**src/core/atacpe_pkg.sv**
```systemverilog
// package of constants for the ata command protocol engine
package atacpe_pkg;
  // task file register addresses (3-bit host port address)
  localparam logic [2:0] ADDR_DATA = 3'h0;
  localparam logic [2:0] ADDR_ERROR_FEATURES = 3'h1;
  localparam logic [2:0] ADDR_SECCOUNT = 3'h2;
  localparam logic [2:0] ADDR_SECNUM = 3'h3;
  localparam logic [2:0] ADDR_CYL_LOW = 3'h4;
  localparam logic [2:0] ADDR_CYL_HIGH = 3'h5;
  localparam logic [2:0] ADDR_DEVHEAD = 3'h6;
  localparam logic [2:0] ADDR_STATUS_COMMAND = 3'h7;
  // status bit positions
  localparam int ST_BSY = 7;
  localparam int ST_DRDY = 6;
  localparam int ST_DRQ = 3;
  localparam int ST_ERR = 0;
  // error register bit positions
  localparam int ER_UNC = 6;
  localparam int ER_ABRT = 2;
  // reset values and crc polynomial
  localparam logic [7:0] RST_ERROR = 8'h01;
  localparam logic [7:0] RST_SECCOUNT = 8'h01;
  localparam logic [7:0] RST_SECNUM = 8'h01;
  localparam logic [7:0] RST_MULTIPLE = 8'h10;
  localparam logic [15:0] CRC_INIT = 16'h4aba;
  localparam logic [15:0] CRC_POLY = 16'h1021;
  // transfer mode encodings as taken from set-features
  localparam logic [1:0] XFER_MWDMA = 2'h0;
  localparam logic [1:0] XFER_UDMA = 2'h1;
  localparam logic [2:0] RST_DMA_MODE = 3'h2;
  // command classes supplied by the command decoder
  typedef enum logic [2:0] {
    CLS_NONDATA = 3'h0,
    CLS_PIO_IN = 3'h1,
    CLS_PIO_OUT = 3'h2,
    CLS_DMA_IN = 3'h3,
    CLS_DMA_OUT = 3'h4,
    CLS_INVALID = 3'h5
  } atacpe_class_t;
  // sequencer states, gray coded along the usual path
  typedef enum logic [2:0] {
    ST_IDLE = 3'b000,
    ST_BUSY = 3'b001,
    ST_XFER = 3'b011,
    ST_POST = 3'b010,
    ST_DMA = 3'b110
  } atacpe_state_t;
endpackage

```
**src/core/atacpe_engine.sv**
```systemverilog
// ata command protocol sequencer, device side
// Operation
// - status read, reset or command write clear interrupt; alternate status does not
// - pio read sets busy per unit, then data request, busy clear, interrupt
// - host reads status after interrupt; device drops interrupt on that read
// - data request clears once the whole pio read unit has moved
// - multiple commands move a block per interrupt, others one sector
// - invalid parameter ends command with error, abort bit and interrupt
// - uncorrectable read error: data request, error, failing address, interrupt
// - defective sector data still supplied and host finishes the unit
// - pio write sets busy, then data request with busy clear when ready
// - write unit arrived: busy; processed: busy clear, interrupt, data request unless it was the last unit
// - unrecoverable write error: data request, error, failing address, interrupt
// - non-data sets busy, then clears busy and interrupts, dropped on status read
// - dma command sets busy then raises dma request when ready
// - dma commands interrupt exactly once at the end of all data
// - dma mode defaults to multiword mode 2 until set-features selects a transfer mode
// - ultra burst spans acknowledge assertion to negation with three phases
// - receiver accepts at least two data words
// - crc compared at each burst end; a burst ends on every sector
// - crc starts at 4aba with polynomial x16+x12+x5+1 per strobe word
// - host stop is acknowledged by dropping dma request, and the reverse
`timescale 1ns/100ps
`default_nettype none
module atacpe_engine #(
  parameter int WORDS_PER_SECTOR = 256
) (
  input wire logic CLOCK_IN,
  input wire logic RESET_IN,
  input wire logic SOFT_RESET_IN,
  input wire logic [2:0] ADDR_IN,
  input wire logic [7:0] WDATA_IN,
  input wire logic WRITE_IN,
  input wire logic READ_IN,
  input wire logic ALT_READ_IN,
  output logic [7:0] RDATA_OUT,
  input wire logic DATA_WORD_IN,
  input wire logic [2:0] CMD_CLASS_IN,
  input wire logic CMD_MULTIPLE_IN,
  input wire logic PARAM_BAD_IN,
  input wire logic UNIT_READY_IN,
  input wire logic MEDIA_ERROR_IN,
  input wire logic MEDIA_UNC_IN,
  input wire logic [7:0] FAIL_SECNUM_IN,
  input wire logic [15:0] FAIL_CYL_IN,
  input wire logic [3:0] FAIL_HEAD_IN,
  input wire logic SET_MULTIPLE_IN,
  input wire logic SET_XFER_IN,
  input wire logic [1:0] SET_XFER_KIND_IN,
  input wire logic [2:0] SET_XFER_MODE_IN,
  input wire logic DMACK_N_IN,
  input wire logic STOP_IN,
  input wire logic STROBE_WORD_IN,
  input wire logic [15:0] DD_IN,
  input wire logic DEV_END_BURST_IN,
  output logic INTRQ_OUT,
  output logic DMARQ_OUT,
  output logic [7:0] STATUS_OUT,
  output logic [7:0] COMMAND_OUT,
  output logic COMMAND_STROBE_OUT,
  output logic UDMA_ON_OUT,
  output logic [2:0] DMA_MODE_OUT,
  output logic CRC_ERROR_OUT
);
  // crc step over one 16-bit word, lsb-first serial equivalent
  function automatic logic [15:0] crc_step(input logic [15:0] c, input logic [15:0] d);
    logic [15:0] r;
    r = c;
    for (int i = 0; i < 16; i++) begin
      if (r[15] ^ d[i]) begin
        r = {r[14:0], 1'b0} ^ atacpe_pkg::CRC_POLY;
      end else begin
        r = {r[14:0], 1'b0};
      end
    end
    return r;
  endfunction

  atacpe_pkg::atacpe_state_t state_q, state_d;
  logic [7:0] err_q, feat_q, count_q, secnum_q, cyl_lo_q, cyl_hi_q, devhead_q, cmd_q;
  logic [7:0] status_q, multiple_q;
  logic [2:0] class_q;
  logic mult_q, intrq_q, dmarq_q, udma_q, crc_err_q, cmd_stb_q, burst_q;
  logic [2:0] dma_mode_q;
  logic [15:0] crc_q, words_q, unit_words_q;
  logic [7:0] rdata_q;

  wire any_reset = RESET_IN | SOFT_RESET_IN;
  wire cmd_write = WRITE_IN & (ADDR_IN == atacpe_pkg::ADDR_STATUS_COMMAND);
  wire status_read = READ_IN & (ADDR_IN == atacpe_pkg::ADDR_STATUS_COMMAND);
  wire data_access = DATA_WORD_IN & status_q[atacpe_pkg::ST_DRQ];
  wire [15:0] unit_len = mult_q ? 16'(multiple_q) * 16'(WORDS_PER_SECTOR) : 16'(WORDS_PER_SECTOR);
  wire unit_done = data_access & (words_q == unit_len - 16'h0001);
  wire is_dma = (class_q == atacpe_pkg::CLS_DMA_IN) | (class_q == atacpe_pkg::CLS_DMA_OUT);
  wire is_in = (class_q == atacpe_pkg::CLS_PIO_IN);
  wire is_out = (class_q == atacpe_pkg::CLS_PIO_OUT);
  wire burst_start = dmarq_q & ~DMACK_N_IN & ~burst_q;
  wire burst_end = burst_q & DMACK_N_IN;
  // strobe edges are ignored once dma request drops or stop is raised
  wire strobe_ok = burst_q & dmarq_q & ~STOP_IN & STROBE_WORD_IN & ~DMACK_N_IN;
  wire dma_last_word = strobe_ok & (words_q == unit_len - 16'h0001);
  // sector count remaining is tracked in the count register
  wire [7:0] unit_secs = mult_q ? multiple_q : 8'h01;
  // a block read ends the command once no more than one unit is left
  wire last_unit = (count_q <= unit_secs);
  // after a written unit the count has already been decremented
  wire out_done = (count_q == 8'h00);
  wire [7:0] count_left = (count_q > unit_secs) ? count_q - unit_secs : 8'h00;

  logic [7:0] rd_mux;
  always_comb begin
    case (ADDR_IN)
      atacpe_pkg::ADDR_ERROR_FEATURES: rd_mux = err_q;
      atacpe_pkg::ADDR_SECCOUNT: rd_mux = count_q;
      atacpe_pkg::ADDR_SECNUM: rd_mux = secnum_q;
      atacpe_pkg::ADDR_CYL_LOW: rd_mux = cyl_lo_q;
      atacpe_pkg::ADDR_CYL_HIGH: rd_mux = cyl_hi_q;
      atacpe_pkg::ADDR_DEVHEAD: rd_mux = devhead_q;
      atacpe_pkg::ADDR_STATUS_COMMAND: rd_mux = status_q;
      default: rd_mux = 8'h00;
    endcase
  end

  // next state of the command sequencer
  always_comb begin
    state_d = state_q;
    case (state_q)
      atacpe_pkg::ST_IDLE: begin
        if (cmd_write) begin
          state_d = atacpe_pkg::ST_BUSY;
        end
      end
      atacpe_pkg::ST_BUSY: begin
        if (PARAM_BAD_IN) begin
          state_d = atacpe_pkg::ST_IDLE;
        end else if (UNIT_READY_IN | MEDIA_ERROR_IN) begin
          if (class_q == atacpe_pkg::CLS_NONDATA) begin
            state_d = atacpe_pkg::ST_IDLE;
          end else if (is_dma) begin
            state_d = atacpe_pkg::ST_DMA;
          end else begin
            state_d = atacpe_pkg::ST_XFER;
          end
        end
      end
      atacpe_pkg::ST_XFER: begin
        if (unit_done) begin
          if (is_out) begin
            state_d = atacpe_pkg::ST_POST;
          end else if (status_q[atacpe_pkg::ST_ERR] | last_unit) begin
            state_d = atacpe_pkg::ST_IDLE;
          end else begin
            state_d = atacpe_pkg::ST_BUSY;
          end
        end
      end
      atacpe_pkg::ST_POST: begin
        if (UNIT_READY_IN | MEDIA_ERROR_IN) begin
          if (MEDIA_ERROR_IN | out_done) begin
            state_d = atacpe_pkg::ST_IDLE;
          end else begin
            state_d = atacpe_pkg::ST_XFER;
          end
        end
      end
      atacpe_pkg::ST_DMA: begin
        if (burst_end && count_q == 8'h00) begin
          state_d = atacpe_pkg::ST_IDLE;
        end
      end
      default: state_d = atacpe_pkg::ST_IDLE;
    endcase
  end

  always_ff @(posedge CLOCK_IN) begin
    if (any_reset) begin
      state_q <= atacpe_pkg::ST_IDLE;
      words_q <= 16'h0000;
      burst_q <= 1'b0;
      dmarq_q <= 1'b0;
      crc_q <= atacpe_pkg::CRC_INIT;
    end else begin
      state_q <= state_d;
      // word count spans bursts so a sector may be split by early stops
      if (cmd_write || unit_done || dma_last_word) begin
        words_q <= 16'h0000;
      end else if (data_access || strobe_ok) begin
        words_q <= words_q + 16'h0001;
      end
      // dma request rises when ready and drops at each sector end, on stop or when the device ends the burst
      if (state_q == atacpe_pkg::ST_DMA && !burst_q && count_q != 8'h00 && DMACK_N_IN) begin
        dmarq_q <= 1'b1;
      end else if (dmarq_q && burst_q && (STOP_IN || dma_last_word || DEV_END_BURST_IN)) begin
        dmarq_q <= 1'b0;
      end
      if (burst_start) begin
        burst_q <= 1'b1;
        crc_q <= atacpe_pkg::CRC_INIT;
      end else if (burst_end) begin
        burst_q <= 1'b0;
      end else if (strobe_ok) begin
        crc_q <= crc_step(crc_q, DD_IN);
      end
    end
  end

  // task file, status and interrupt
  always_ff @(posedge CLOCK_IN) begin
    if (any_reset) begin
      err_q <= atacpe_pkg::RST_ERROR;
      feat_q <= 8'h00;
      count_q <= atacpe_pkg::RST_SECCOUNT;
      secnum_q <= atacpe_pkg::RST_SECNUM;
      cyl_lo_q <= 8'h00;
      cyl_hi_q <= 8'h00;
      devhead_q <= 8'h00;
      cmd_q <= 8'h00;
      class_q <= atacpe_pkg::CLS_NONDATA;
      mult_q <= 1'b0;
      status_q <= 8'h50;
      intrq_q <= 1'b0;
      crc_err_q <= 1'b0;
      cmd_stb_q <= 1'b0;
      rdata_q <= 8'h00;
    end else begin
      cmd_stb_q <= cmd_write;
      rdata_q <= READ_IN ? rd_mux : 8'h00;
      if (WRITE_IN && state_q == atacpe_pkg::ST_IDLE) begin
        case (ADDR_IN)
          atacpe_pkg::ADDR_ERROR_FEATURES: feat_q <= WDATA_IN;
          atacpe_pkg::ADDR_SECCOUNT: count_q <= WDATA_IN;
          atacpe_pkg::ADDR_SECNUM: secnum_q <= WDATA_IN;
          atacpe_pkg::ADDR_CYL_LOW: cyl_lo_q <= WDATA_IN;
          atacpe_pkg::ADDR_CYL_HIGH: cyl_hi_q <= WDATA_IN;
          atacpe_pkg::ADDR_DEVHEAD: devhead_q <= WDATA_IN;
          default: cmd_q <= cmd_q;
        endcase
      end
      // a new event wins over a same-cycle status read clear
      if (cmd_write) begin
        cmd_q <= WDATA_IN;
        class_q <= CMD_CLASS_IN;
        mult_q <= CMD_MULTIPLE_IN;
        err_q <= 8'h00;
        crc_err_q <= 1'b0;
        status_q <= 8'h80;
        intrq_q <= 1'b0;
      end else begin
        if (status_read && !ALT_READ_IN) begin
          intrq_q <= 1'b0;
        end
        case (state_q)
          atacpe_pkg::ST_BUSY: begin
            if (PARAM_BAD_IN) begin
              err_q[atacpe_pkg::ER_ABRT] <= 1'b1;
              status_q <= 8'h51;
              intrq_q <= 1'b1;
            end else if (UNIT_READY_IN || MEDIA_ERROR_IN) begin
              if (class_q == atacpe_pkg::CLS_NONDATA) begin
                status_q <= 8'h50;
                intrq_q <= 1'b1;
              end else if (is_dma) begin
                status_q <= 8'h80;
              end else if (MEDIA_ERROR_IN && is_in) begin
                status_q <= 8'h59;
                err_q[atacpe_pkg::ER_UNC] <= MEDIA_UNC_IN;
                secnum_q <= FAIL_SECNUM_IN;
                cyl_lo_q <= FAIL_CYL_IN[7:0];
                cyl_hi_q <= FAIL_CYL_IN[15:8];
                devhead_q <= {devhead_q[7:4], FAIL_HEAD_IN};
                intrq_q <= 1'b1;
              end else begin
                status_q <= 8'h58;
                intrq_q <= is_in;
              end
            end
          end
          atacpe_pkg::ST_XFER: begin
            if (unit_done) begin
              count_q <= count_left;
              if (is_out) begin
                status_q <= 8'h80;
              end else if (status_q[atacpe_pkg::ST_ERR] || last_unit) begin
                status_q <= {status_q[7:4], 1'b0, status_q[2:0]};
              end else begin
                status_q <= 8'h80;
              end
            end
          end
          atacpe_pkg::ST_POST: begin
            if (MEDIA_ERROR_IN) begin
              status_q <= 8'h59;
              err_q[atacpe_pkg::ER_UNC] <= MEDIA_UNC_IN;
              secnum_q <= FAIL_SECNUM_IN;
              cyl_lo_q <= FAIL_CYL_IN[7:0];
              cyl_hi_q <= FAIL_CYL_IN[15:8];
              devhead_q <= {devhead_q[7:4], FAIL_HEAD_IN};
              intrq_q <= 1'b1;
            end else if (UNIT_READY_IN) begin
              status_q <= out_done ? 8'h50 : 8'h58;
              intrq_q <= 1'b1;
            end
          end
          atacpe_pkg::ST_DMA: begin
            if (dma_last_word) begin
              count_q <= count_left;
            end
            if (burst_end) begin
              // the host drives its crc on the bus as acknowledge drops
              if (crc_q != DD_IN) begin
                crc_err_q <= 1'b1;
              end
              if (count_q == 8'h00) begin
                status_q <= (crc_err_q || crc_q != DD_IN) ? 8'h51 : 8'h50;
                intrq_q <= 1'b1;
              end
            end
          end
          default: status_q <= status_q;
        endcase
      end
    end
  end

  // transfer mode survives soft reset, defaults to multiword mode 2 on hard reset
  always_ff @(posedge CLOCK_IN) begin
    if (RESET_IN) begin
      multiple_q <= atacpe_pkg::RST_MULTIPLE;
      udma_q <= 1'b0;
      dma_mode_q <= atacpe_pkg::RST_DMA_MODE;
    end else begin
      if (SET_MULTIPLE_IN) begin
        multiple_q <= count_q;
      end
      if (SET_XFER_IN) begin
        udma_q <= (SET_XFER_KIND_IN == atacpe_pkg::XFER_UDMA);
        dma_mode_q <= SET_XFER_MODE_IN;
      end
    end
  end

  assign RDATA_OUT = rdata_q;
  assign INTRQ_OUT = intrq_q;
  assign DMARQ_OUT = dmarq_q;
  assign STATUS_OUT = status_q;
  assign COMMAND_OUT = cmd_q;
  assign COMMAND_STROBE_OUT = cmd_stb_q;
  assign UDMA_ON_OUT = udma_q;
  assign DMA_MODE_OUT = dma_mode_q;
  assign CRC_ERROR_OUT = crc_err_q;
endmodule // atacpe_engine
`default_nettype wire

```
**config.mk**
```make
export PLATFORM = sky130hd
export DESIGN_NAME = atacpe_engine
export DESIGN_NICKNAME = d
export VERILOG_FILES = /design/src/core/atacpe_pkg.sv /design/src/core/atacpe_engine.sv
export SDC_FILE = /design/constraint.sdc
export NUM_CORES = 1
export LEC_CHECK = 0
export CORE_ASPECT_RATIO = 0.75
export CORE_MARGIN = 4
export CORE_UTILIZATION = 55
export DETAILED_ROUTE_END_ITERATION = 10
export DONT_BUFFER_PORTS = 1
export PLACE_DENSITY = 0.69
export RECOVER_POWER = 100
export SYNTH_ARGS = -nofsm -noshare
export SYNTH_HDL_FRONTEND = slang
export SYNTH_SLANG_ARGS = --single-unit
```
**constraint.sdc**
```tcl
create_clock -name CLOCK_IN -period 7.9 [get_ports CLOCK_IN]
set_input_delay 0.79 -clock CLOCK_IN [delete_from_list [all_inputs] [get_ports CLOCK_IN]]
set_output_delay 0.79 -clock CLOCK_IN [all_outputs]
set_load 0.02 [all_outputs]
```
; After elaboration in Yosys (flattened, before gate mapping)
; Index checks and enable logic that the tools add are counted.
[totals]
ff_bits = 123
inputBits = 81
output_inout_bits = 32
word_cells = 345
[op_classes]
magnitude_cmp = 2
addsub = 3
bitwise_logic = 54
eq_ne = 42
mux = 176
reduce_logical = 41
[op_table]
columns = op, n
row1 = $mux W16, 61
row2 = $mux W8, 55
row3 = $mux W13, 16
row4 = $pmux W8 S2, 5
row5 = $pmux W8 S7, 1
row6 = $not A3 Y3, 16
row7 = $pmux W8 S4, 1
row8 = $mux W3, 8
row9 = $ne A2 B2 Y1 const B, 12
row10 = $ne A3 B3 Y1 const B, 8
row11 = $mux W1, 23
row12 = $reduce_and A7 Y1, 3
row13 = $eq A3 B2 Y1 const B, 6
row14 = $eq A3 B3 Y1 const B, 6
row15 = $add A16 B1 Y16 const B, 1
row16 = $eq A16 B16 Y1, 1
row17 = $ne A16 B16 Y1, 1
row18 = $sub A16 B1 Y16 const B, 1
row19 = $xor A1 B1 Y1, 16
row20 = $pmux W3 S5, 1
row21 = $and A1 B1 Y1, 12
row22 = $ne A4 B4 Y1 const B, 3
row23 = $eq A3 B1 Y1 const B, 3
row24 = $logic_and A1 B1 Y1, 9
row25 = other kinds (24), 49

; Depth between registers and ports, before layout
; Gate-level depths: netlist of the first run.
[logic_depth]
depth_word = 94
ltp_mapped = 13
ltp_nobuf = 12

; Worst setup path before layout of the first run
; Ideal clock, no wire load.
[synth_timing]
kind = register to register
start = reg mult_q
end = reg count_q[1]
setup_time_ns = 0.077
t_required_ns = 7.823
slack_ns = 5.071
period_less_slack_ns = 2.829
n_path_buf = 2
stages_incl_launch_ff = 12
arrival_ns = 2.752
cell_sequence = dfxtp_1 -> clkbuf_1 -> nand2_1 -> ha_1 -> nor4bb_1 -> a221oi_1 -> xnor2_1 -> and3_1 -> nand3_2 -> or4_1 -> clkbuf_1 -> o22ai_1
[synth_via]
elab_chain_len = 7
word_cells_on_any_way = 13
classes_between = add/sub (2) / order compare (1) / eq/ne (1) / mux (7) / bitwise (2)
[synth_lines]
columns = item, line_no
row1 = start: declaration, atacpe_engine.sv:83  ; logic mult_q, intrq_q, dmarq_q, udma_q, crc_err_q, cmd_stb_q, burst_q;
row2 = start signal: assignment, atacpe_engine.sv:219  ; mult_q <= 1'b0;
row3 = start signal: assignment, atacpe_engine.sv:243  ; mult_q <= CMD_MULTIPLE_IN;
row4 = $mux W16, atacpe_engine.sv:92  ; wire [15:0] unit_len = mult_q ? 16'(multiple_q) * 16'(WORDS_PER_SECTOR) : 16'(WORDS_PER_SECTOR);
row5 = $sub A16 B1 Y16, "atacpe_engine.sv:93, atacpe_engine.sv:101"
row6 = $eq A16 B16 Y1, "atacpe_engine.sv:93, atacpe_engine.sv:101"
row7 = $and A1 B1 Y1 (on tied branches), "atacpe_engine.sv:101, atacpe_engine.sv:93"
row8 = $mux W8 (on tied branches), "atacpe_engine.sv:305, atacpe_engine.sv:279"
row9 = $pmux W8 S2 (*), atacpe_engine.sv:252  ; case (state_q)
row10 = $mux W8 (*), atacpe_engine.sv:240  ; if (cmd_write) begin
row11 = end signal: assignment, atacpe_engine.sv:212  ; count_q <= atacpe_pkg::RST_SECCOUNT;
row12 = end signal: assignment, atacpe_engine.sv:280  ; count_q <= count_left;
row13 = end signal: assignment, atacpe_engine.sv:306  ; count_q <= count_left;
row14 = end: declaration, atacpe_engine.sv:80  ; logic [7:0] err_q, feat_q, count_q, secnum_q, cyl_lo_q, cyl_hi_q, devhead_q, cmd_q;
; Every way passes the cells marked *; elsewhere a longest branch is shown, timed or not.
; A chain may end at the register's enable or synchronous reset.

; Worst setup path after layout of the first run
[layout_timing]
start = in RESET_IN
end = reg words_q[0]
[layout_via]
elab_chain_len = 2
[layout_lines]
columns = item, line_no
row1 = start: declaration, atacpe_engine.sv:29  ; input wire logic RESET_IN,
row2 = $or A1 B1 Y1, atacpe_engine.sv:88  ; wire any_reset = RESET_IN | SOFT_RESET_IN;
row3 = $reduce_or A2 Y1 (no source line), n/a
row4 = end signal: assignment, atacpe_engine.sv:188  ; words_q <= words_q + 16'h0001;
row5 = end: declaration, atacpe_engine.sv:85  ; logic [15:0] crc_q, words_q, unit_words_q;
; No other way between the ends.

==> metrics.yaml, run 1 <==
drtPass1Iterations: 5
dp_hpwl_um: 13200
ys_ff_latch: 119
ys_seq_area_share_pct: 35.7
n_antenna_cell: 0
syn_inst: 778
ys_types: 65
clockBufferDepth: 2
cp-start-kind: "primary input"
fp.dieW_um: 135
cp_max_fo: 51
synth_edf_count: 0
syn_area_mm2: 0.00668
failed_checks: "max-capacitance violations, max-slew violations"
via_count: 5683
asyncSetResetFlopFracSynth_pct: 0
finalSetupViolCount: 0
drc: 0
fin_crit_ps: 4170
place_congestion: 0.930
critPathArrivalTime_ps: 4390
overflow: 0
drv_cap: 3
synthFlopType: "dfxtp_1"
insertion_delay_ps: 410
initial_core_util_pct: 56.9
maxSlewHeadroom_pct: -103
die_h_um: 103
leakagePower_nw: 2.54
dieArea_mm2: 0.0140
cts_hold_buf: 0
crit_required_ps: 8120
postCtsSetupBuffers: 0
dp_slack_ps: 4450
first_iter_violations: 502
core_mm2: 0.0117
antenna_found_initial: 0
first_global_vias: 5327
power_w: 0.00150
grt_max_degree: 56
grt_pass1_wl_um: 28000
ioPinCount: 113
root_buffer: "clkbuf_16"
grt_usage_pct: 25.4
cts_tree: "yes"
clk_pin_slew_ps: 50
final.setup_skew_ps: 5.68
num_rows: 34
post-route-period-util_pct: 52.8
worstMarginPinSlew_ps: 3040
antenna_left: 0
htree_levels: 4
finalMaxSlewViolations: 125
cts_buffers: 17
finalHoldViolations: 0
avgSynthCellArea_um2: 8.58
min_path_type: "primary input to register"
clock-sinks: 119
yosysWarnings: 0
critPathKind: "primary input to register"
drive_gt1_share_pct: 7.28
fmax_ghz: 0.240
fin_ws_ps: 3730
reg2reg_depth: 9
powerDensity_mw_per_mm2: 207
outcome: "finished with violations"
rsz0062_at_grt: "false"
io_buffers: 0
wl_per_cell_um: 19.4
routed_via_density: 6.10
num-nets-final: 850
hold_depth: 1
syn2layout_area_growth_pct: 8.96
end_kind: "register"
setup_tns_ps: 0
ir_drop_uv: 152
drt_wl_total_um: 18000
cts_resized: 0
[state kept, by name, summed over array words and instances (netlist names)]
| signal | count |
|---|---|
| cyl_hi_q | 8 |
| crc_q | 16 |
| DMA_MODE_OUT | 3 |
| mult_q | 1 |
| class_q | 3 |
| err_q | 3 |
| multiple_q | 8 |
| count_q | 8 |
| COMMAND_STROBE_OUT | 1 |
| state_q | 3 |
| RDATA_OUT | 8 |
| DMARQ_OUT | 1 |
| INTRQ_OUT | 1 |
| words_q | 16 |
| UDMA_ON_OUT | 1 |
| COMMAND_OUT | 8 |
| CRC_ERROR_OUT | 1 |
| devhead_q | 8 |
| STATUS_OUT | 4 |
| burst_q | 1 |
| cyl_lo_q | 8 |
| secnum_q | 8 |
[power by group]
part | switching (W) | internal [W]
Sequential | 0.0000118 | 0.000608
Clock | 0.000266 | 0.000492
Combinational | 0.0000712 | 0.0000551
[metrics by stage]
step	std cells	utilization [%]	hold WS, ps	instance area, um2
5_1_grt	931	62.0	428	7270
3_3_place_gp	901	57.3	435	6730
2_1_floorplan	780	-	422	6680
3_5_place_dp	901	57.3	444	6730
6_report	931	62.0	443	7270
4_1_cts	931	62.2	432	7310
[worst paths after layout]
check | from | endpoint | slack [ps]
max | RESET_IN | words_q[0] | 3730
min | RESET_IN | UDMA_ON_OUT | 440
max reg2reg | mult_q | words_q[0] | 3740
min reg2reg | err_q[0] | err_q[0] | 450
[synth_stat cells, types with 4 or more instances]
cell      instances  area (um2)
o211ai_1          9        67.6
mux2_2            6        67.6
xnor2_1          52         455
nand3_1          13        65.1
clkbuf_1         33         124
xor2_1           40         350
and3_1            5        31.3
o21ai_0          24         120
mux2i_1          59         591
buf_4             4        30.0
a211oi_1         38         285
nand4_1          16         100
inv_1            11        41.3
nor3_1           11        55.1
or3_1             6        37.5
nor2_1          102         383
nand2_1          73         274
nand2b_1          8        50.1
ha_1             10         125
a21oi_1          39         195
or2_2             4        25.0
a22oi_1           6        45.0
nor4_1            6        37.5
buf_2             4        20.0
or4_1             4        30.0
dfxtp_1         119        2380
nor2b_1          10        62.6
o22ai_1           7        43.8
[cells in the final DEF (no fill, tap or decap), drive strengths merged, types with 11 or more instances in the layout]
master	instances
a21oi	39
nor3	12
mux2i	59
dfxtp	119
o21ai	25
xnor2	55
nand3	14
clkbuf	23
nor2	104
nand2	73
nand4	16
inv	11
xor2	41
a211oi	38
[metal layers]
metal	GRT usage (%)	part of all wire, %	vias up
li1	-	-	2708
met1	36.6	48	2735
met2	37.7	43	221
met3	6.33	7.9	19
met4	7.90	1.3	0
met5	0	0	-
[worst max-delay path, stage by stage]
cell,delay (ps)
or2_0,2180
nor2_1,430
o21ai_0,820
nor2_1,150
[layout make-up]
| cell class | instances | area, um2 |
|---|---|---|
| timing repair buffer | 3 | 18.8 |
| multi-input combinational | 606 | 4050 |
| inverter | 11 | 41.3 |
| sequential | 119 | 2380 |
| tap | 162 | 203 |
| clock buffer | 22 | 484 |
| clock inverter | 8 | 97.6 |
| fill | 1071 | 4470 |
[cells by family after synthesis]
group | Yosys count | share of synthesized area (%)
multiplexers | 68 | 10.9
AND/OR/NAND/NOR | 274 | 19.4
AO/OA/AOI/OAI | 154 | 15.4
flip-flops | 119 | 35.7
other | 1 | 0.0562
buffers and inverters | 55 | 3.39
XOR/XNOR | 96 | 13.0
adder cells (fa/ha/maj) | 11 | 2.17
Power figures use the tool's default switching activity.
==> run 2: changes to the inputs <==
Clock period 7.9 ns to 4.29 ns, I/O delays scaled along.
==> metrics.yaml, run 2 (synthesized netlist as in run 1, its figures left out) <==
via_count: 5660
num_rows: 34
place_congestion: 0.877
combinationalPowerShare_pct: 8.4
dieArea_mm2: 0.0140
grt_max_degree: 56
antenna_found_initial: 0
drive_gt1_share_pct: 7.40
p_switching_w: 0.000660
slowest_stage: "or4_1"
worst_path_largest_cell_delay_ps: 710
switching_share_pct: 23.5
failed_checks: "max-capacitance violations, max-slew violations"
io_buffers: 0
setup_tns_ps: 0
met3WireLength_um: 1720
worstMarginPinSlew_ps: 3060
cts_hold_buf: 0
maxSlewHeadroom_pct: -104
n_antenna_cell: 0
top_regs: "crc_q x16, words_q x16"
fin_crit_ps: 3430
critPathKind: "register to register"
outcome: "finished with violations"
drt_wl_total_um: 18100
wl_met2_um: 7990
final_common_cell: "dfxtp_1"
die_h_um: 103
ioPinCount: 113
cts_resized: 0
clk_pin_slew_ps: 50
root_buffer: "clkbuf_16"
cp-start-kind: "register"
min_to: "UDMA_ON_OUT"
fmax_ghz: 0.291
first_iter_violations: 510
clock-sinks: 119
p_int_w: 0.00215
drtPass1Iterations: 5
final_util_pct: 62.1
cts_buffers: 17
cp_top_family: "simple AND/OR/NAND/NOR gates"
dp_hpwl_um: 13400
wl_per_cell_um: 19.4
critPathArrivalTime_ps: 3760
finalSetupViolCount: 0
drv_cap: 2
clockPowerShare_pct: 51.0
core_mm2: 0.0117
postCtsSetupBuffers: 0
fp.dieW_um: 135
ir_drop_uv: 267
r2r-start: "mult_q"
final_cell_mix: "dfxtp_1, nor2_1, nand2_1"
min_path_type: "primary input to register"
end_kind: "register"
rrSetupSlack_ps: 860
insertion_delay_ps: 410
finalMaxSlewViolations: 108
first_global_vias: 5474
postLayoutCellArea_mm2: 0.00729
dr.max_layer_used: "met4"
crit_required_ps: 4620
routed_via_density: 6.07
syn2layout_area_growth_pct: 9.20
post-route-period-util_pct: 80.1
min_from: "RESET_IN"
overflow: 0
path_cells: "nor2b_1 -> ha_1 -> nor4bb_1 -> a221oi_1 -> xnor2_1 -> and3_1 -> nand3_1 -> or4_1 -> o22ai_1"
hold_depth: 1
clockBufferDepth: 2
antenna_left: 0
cp_max_fo: 15
num-nets-final: 850
grt_pass1_wl_um: 28500
p_seq_share_pct: 40.6
initial_core_util_pct: 56.9
drc: 0
grt_usage_pct: 25.8
wl_met1_um: 8150
rsz0062_at_grt: "false"
r2r_end: "count_q[1]"
leakagePower_nw: 2.55
htree_levels: 4
critPathBufInv: 0
finalHoldViolations: 0
placed_cell_area_mm2: 0.00673
powerDensity_mw_per_mm2: 385
final.setup_skew_ps: 9.72
reg2reg_depth: 9
cts_tree: "yes"
==> run 2: cell types whose count changed in the layout (fill, tap and decap cells not counted), sizes merged <==
cell | previous run | this run
clkbuf | 23 | 24
clkinv | 3 | 2
buf | 2 | 3
==> run 2: per-layer routing <==
metal	vias to the layer above	GRT usage, %
li1	2716	-
met1	2702	36.9
met2	211	38.8
met3	31	6.67
met4	0	6.82
met5	-	0
==> run 2: worst max-delay path by stage <==
| stage | startpoint | to | slack, ps | cells after the start |
|---|---|---|---|---|
| after floorplan | mult_q | count_q[1] | 1460 | 11 |
| after global placement | mult_q | STATUS_OUT[0] | 1260 | 12 |
| after detailed placement | mult_q | count_q[1] | 1010 | 9 |
| after CTS | mult_q | count_q[1] | 950 | 9 |
| after global routing | RESET_IN | crc_q[4] | 550 | 3 |
| final | mult_q | count_q[1] | 860 | 9 |
==> run 2: stage by stage <==
stage / hold WS [ps] / std cells / total power, W / worst slack (ps)
6_report: 80.0 / 932 / 0.00281 / 855
3_5_place_dp: 452 / 901 / 0.00140 / 1010
3_3_place_gp: 433 / 901 / 0.00139 / 1260
2_1_floorplan: 422 / 780 / 0.00137 / 1460
5_1_grt: 71.3 / 932 / 0.00290 / 553
4_1_cts: 69.0 / 932 / 0.00282 / 947
==> run 2: area by class of cell <==
class / instances / area, um2
fillers: 1035 / 4450
multi-input cells: 606 / 4050
flip-flops and latches: 119 / 2380
clock buffers: 24 / 502
well taps: 162 / 203
clock inverters: 7 / 92.6
inverters: 11 / 41.3
repair buffers: 3 / 22.5
==> run 2: power groups by stage <==
stage / Combinational [W] / Sequential (W) / Clock [W]
2_1_floorplan: 0.000212 / 0.00116 / 0
3_3_place_gp: 0.000230 / 0.00116 / 0
3_5_place_dp: 0.000234 / 0.00116 / 0
4_1_cts: 0.000236 / 0.00114 / 0.00145
5_1_grt: 0.000256 / 0.00114 / 0.00150
6_report: 0.000235 / 0.00114 / 0.00143
==> run 3: changes to the inputs <==
Clock period 4.29 ns to 3.45 ns, I/O delays scaled along.
==> metrics.yaml, run 3 (synthesized netlist as in run 1, its figures left out) <==
grt_max_degree: 56
post-route-period-util_pct: 91.7
drc: 0
setup_tns_ps: 0
drtPass1Iterations: 5
antenna_found_initial: 0
final_cell_count_no_fill: 938
dp_hpwl_um: 13000
postLayoutCellArea_mm2: 0.00735
maxSlewHeadroom_pct: 18.2
clock-sinks: 119
insertion_delay_ps: 410
final_cell_mix: "dfxtp_1, nor2_1, nand2_1"
first_iter_violations: 365
end_kind: "register"
r2r-start: "mult_q"
fillers: 1058
drv_cap: 0
drt_wl_total_um: 17700
fmax_ghz: 0.316
ir_drop_uv: 399
num-nets-final: 856
final_common_cell: "dfxtp_1"
fin_crit_ps: 3160
htree_levels: 4
critPathKind: "register to register"
core_mm2: 0.0117
hold_depth: 1
critPathArrivalTime_ps: 3490
n_antenna_cell: 0
leakagePower_nw: 2.58
dieArea_mm2: 0.0140
grt_pass1_wl_um: 28200
cp-start-kind: "register"
clk_pin_slew_ps: 50
syn2layout_area_growth_pct: 10.0
io_buffers: 0
cts_buffers: 17
routed_via_density: 6.01
antenna_left: 0
critPathLaunch: "mult_q"
cp_max_fo: 15
finalMaxSlewViolations: 0
powerDensity_mw_per_mm2: 483
crit_required_ps: 3780
grt_usage_pct: 25.4
reg2reg_depth: 9
outcome: "finished, final reports clean"
rrSetupSlack_ps: 290
fp.dieW_um: 135
initial_core_util_pct: 56.9
ioPinCount: 113
drive_gt1_share_pct: 7.86
place_congestion: 0.898
worstMarginPinSlew_ps: 1220
min_path_type: "primary input to register"
wl_per_cell_um: 18.9
root_buffer: "clkbuf_16"
first_global_vias: 5435
rsz0062_at_grt: "false"
postCtsSetupBuffers: 0
final_util_pct: 62.6
dp_cells: 905
finalHoldViolations: 0
min_from: "RESET_IN"
via_count: 5638
die_h_um: 103
placed_cell_area_mm2: 0.00676
clockBufferDepth: 2
finalSetupViolCount: 0
cts_tree: "yes"
num_rows: 34
overflow: 0
final.setup_skew_ps: 8.97
top_regs: "crc_q x16, words_q x16"
-- run 3: critical path, cell delays in order (launching register included) --
cell      delay (ps)
dfxtp_1          610
nor2b_2          340
ha_1             280
nor4bb_1         260
a221oi_1         150
xnor2_1          190
and3_1           210
nand3_2          150
or4_1            690
o22ai_1          190
-- run 3: area by class of cell --
type	instances	area (um2)	area share, %
repair buffers	9	66.3	0.903
well taps	162	203	2.76
clock buffers	21	450	6.13
flip-flops and latches	119	2380	32.4
clock inverters	10	153	2.08
multi-input cells	606	4050	55.1
inverters	11	41.3	0.562
-- run 3: final timing paths --
path / end
min: DMA_MODE_OUT[0]
max reg2reg: count_q[1]
min reg2reg: err_q[0]
max: count_q[1]
-- run 3: per-stage QoR --
step,hold WS [ps],worst slack [ps],total power (W)
3_5_place_dp,422,235,0.00174
6_report,12.3,288,0.00355
3_3_place_gp,417,422,0.00173
2_1_floorplan,422,621,0.00170
4_1_cts,0.828,218,0.00357
5_1_grt,2.22,38.6,0.00366
-- run 3: timing repair --
action,4_1_cts,5_1_grt
endpoints found under the hold margin,7,0
endpoints found under the setup margin,0,5
hold buffers,2,0
resized for setup,0,1
-- run 3: power by group --
group | total [W] | switching (W) | internal [W]
sequential | 0.00142 | 0.0000269 | 0.00139
combinational | 0.000290 | 0.000164 | 0.000127
clock | 0.00184 | 0.000620 | 0.00122
total | 0.00355 | 0.000810 | 0.00274
-- run 3: routing by layer --
layer  global-route usage (%)  vias to the layer above  part of all wire, %
met3                     6.43                       21                  7.6
met1                     36.8                     2709                   48
li1                         -                     2714                    -
met4                     7.05                        0                 0.92
met5                        0                        -                    0
met2                     37.7                      194                   44
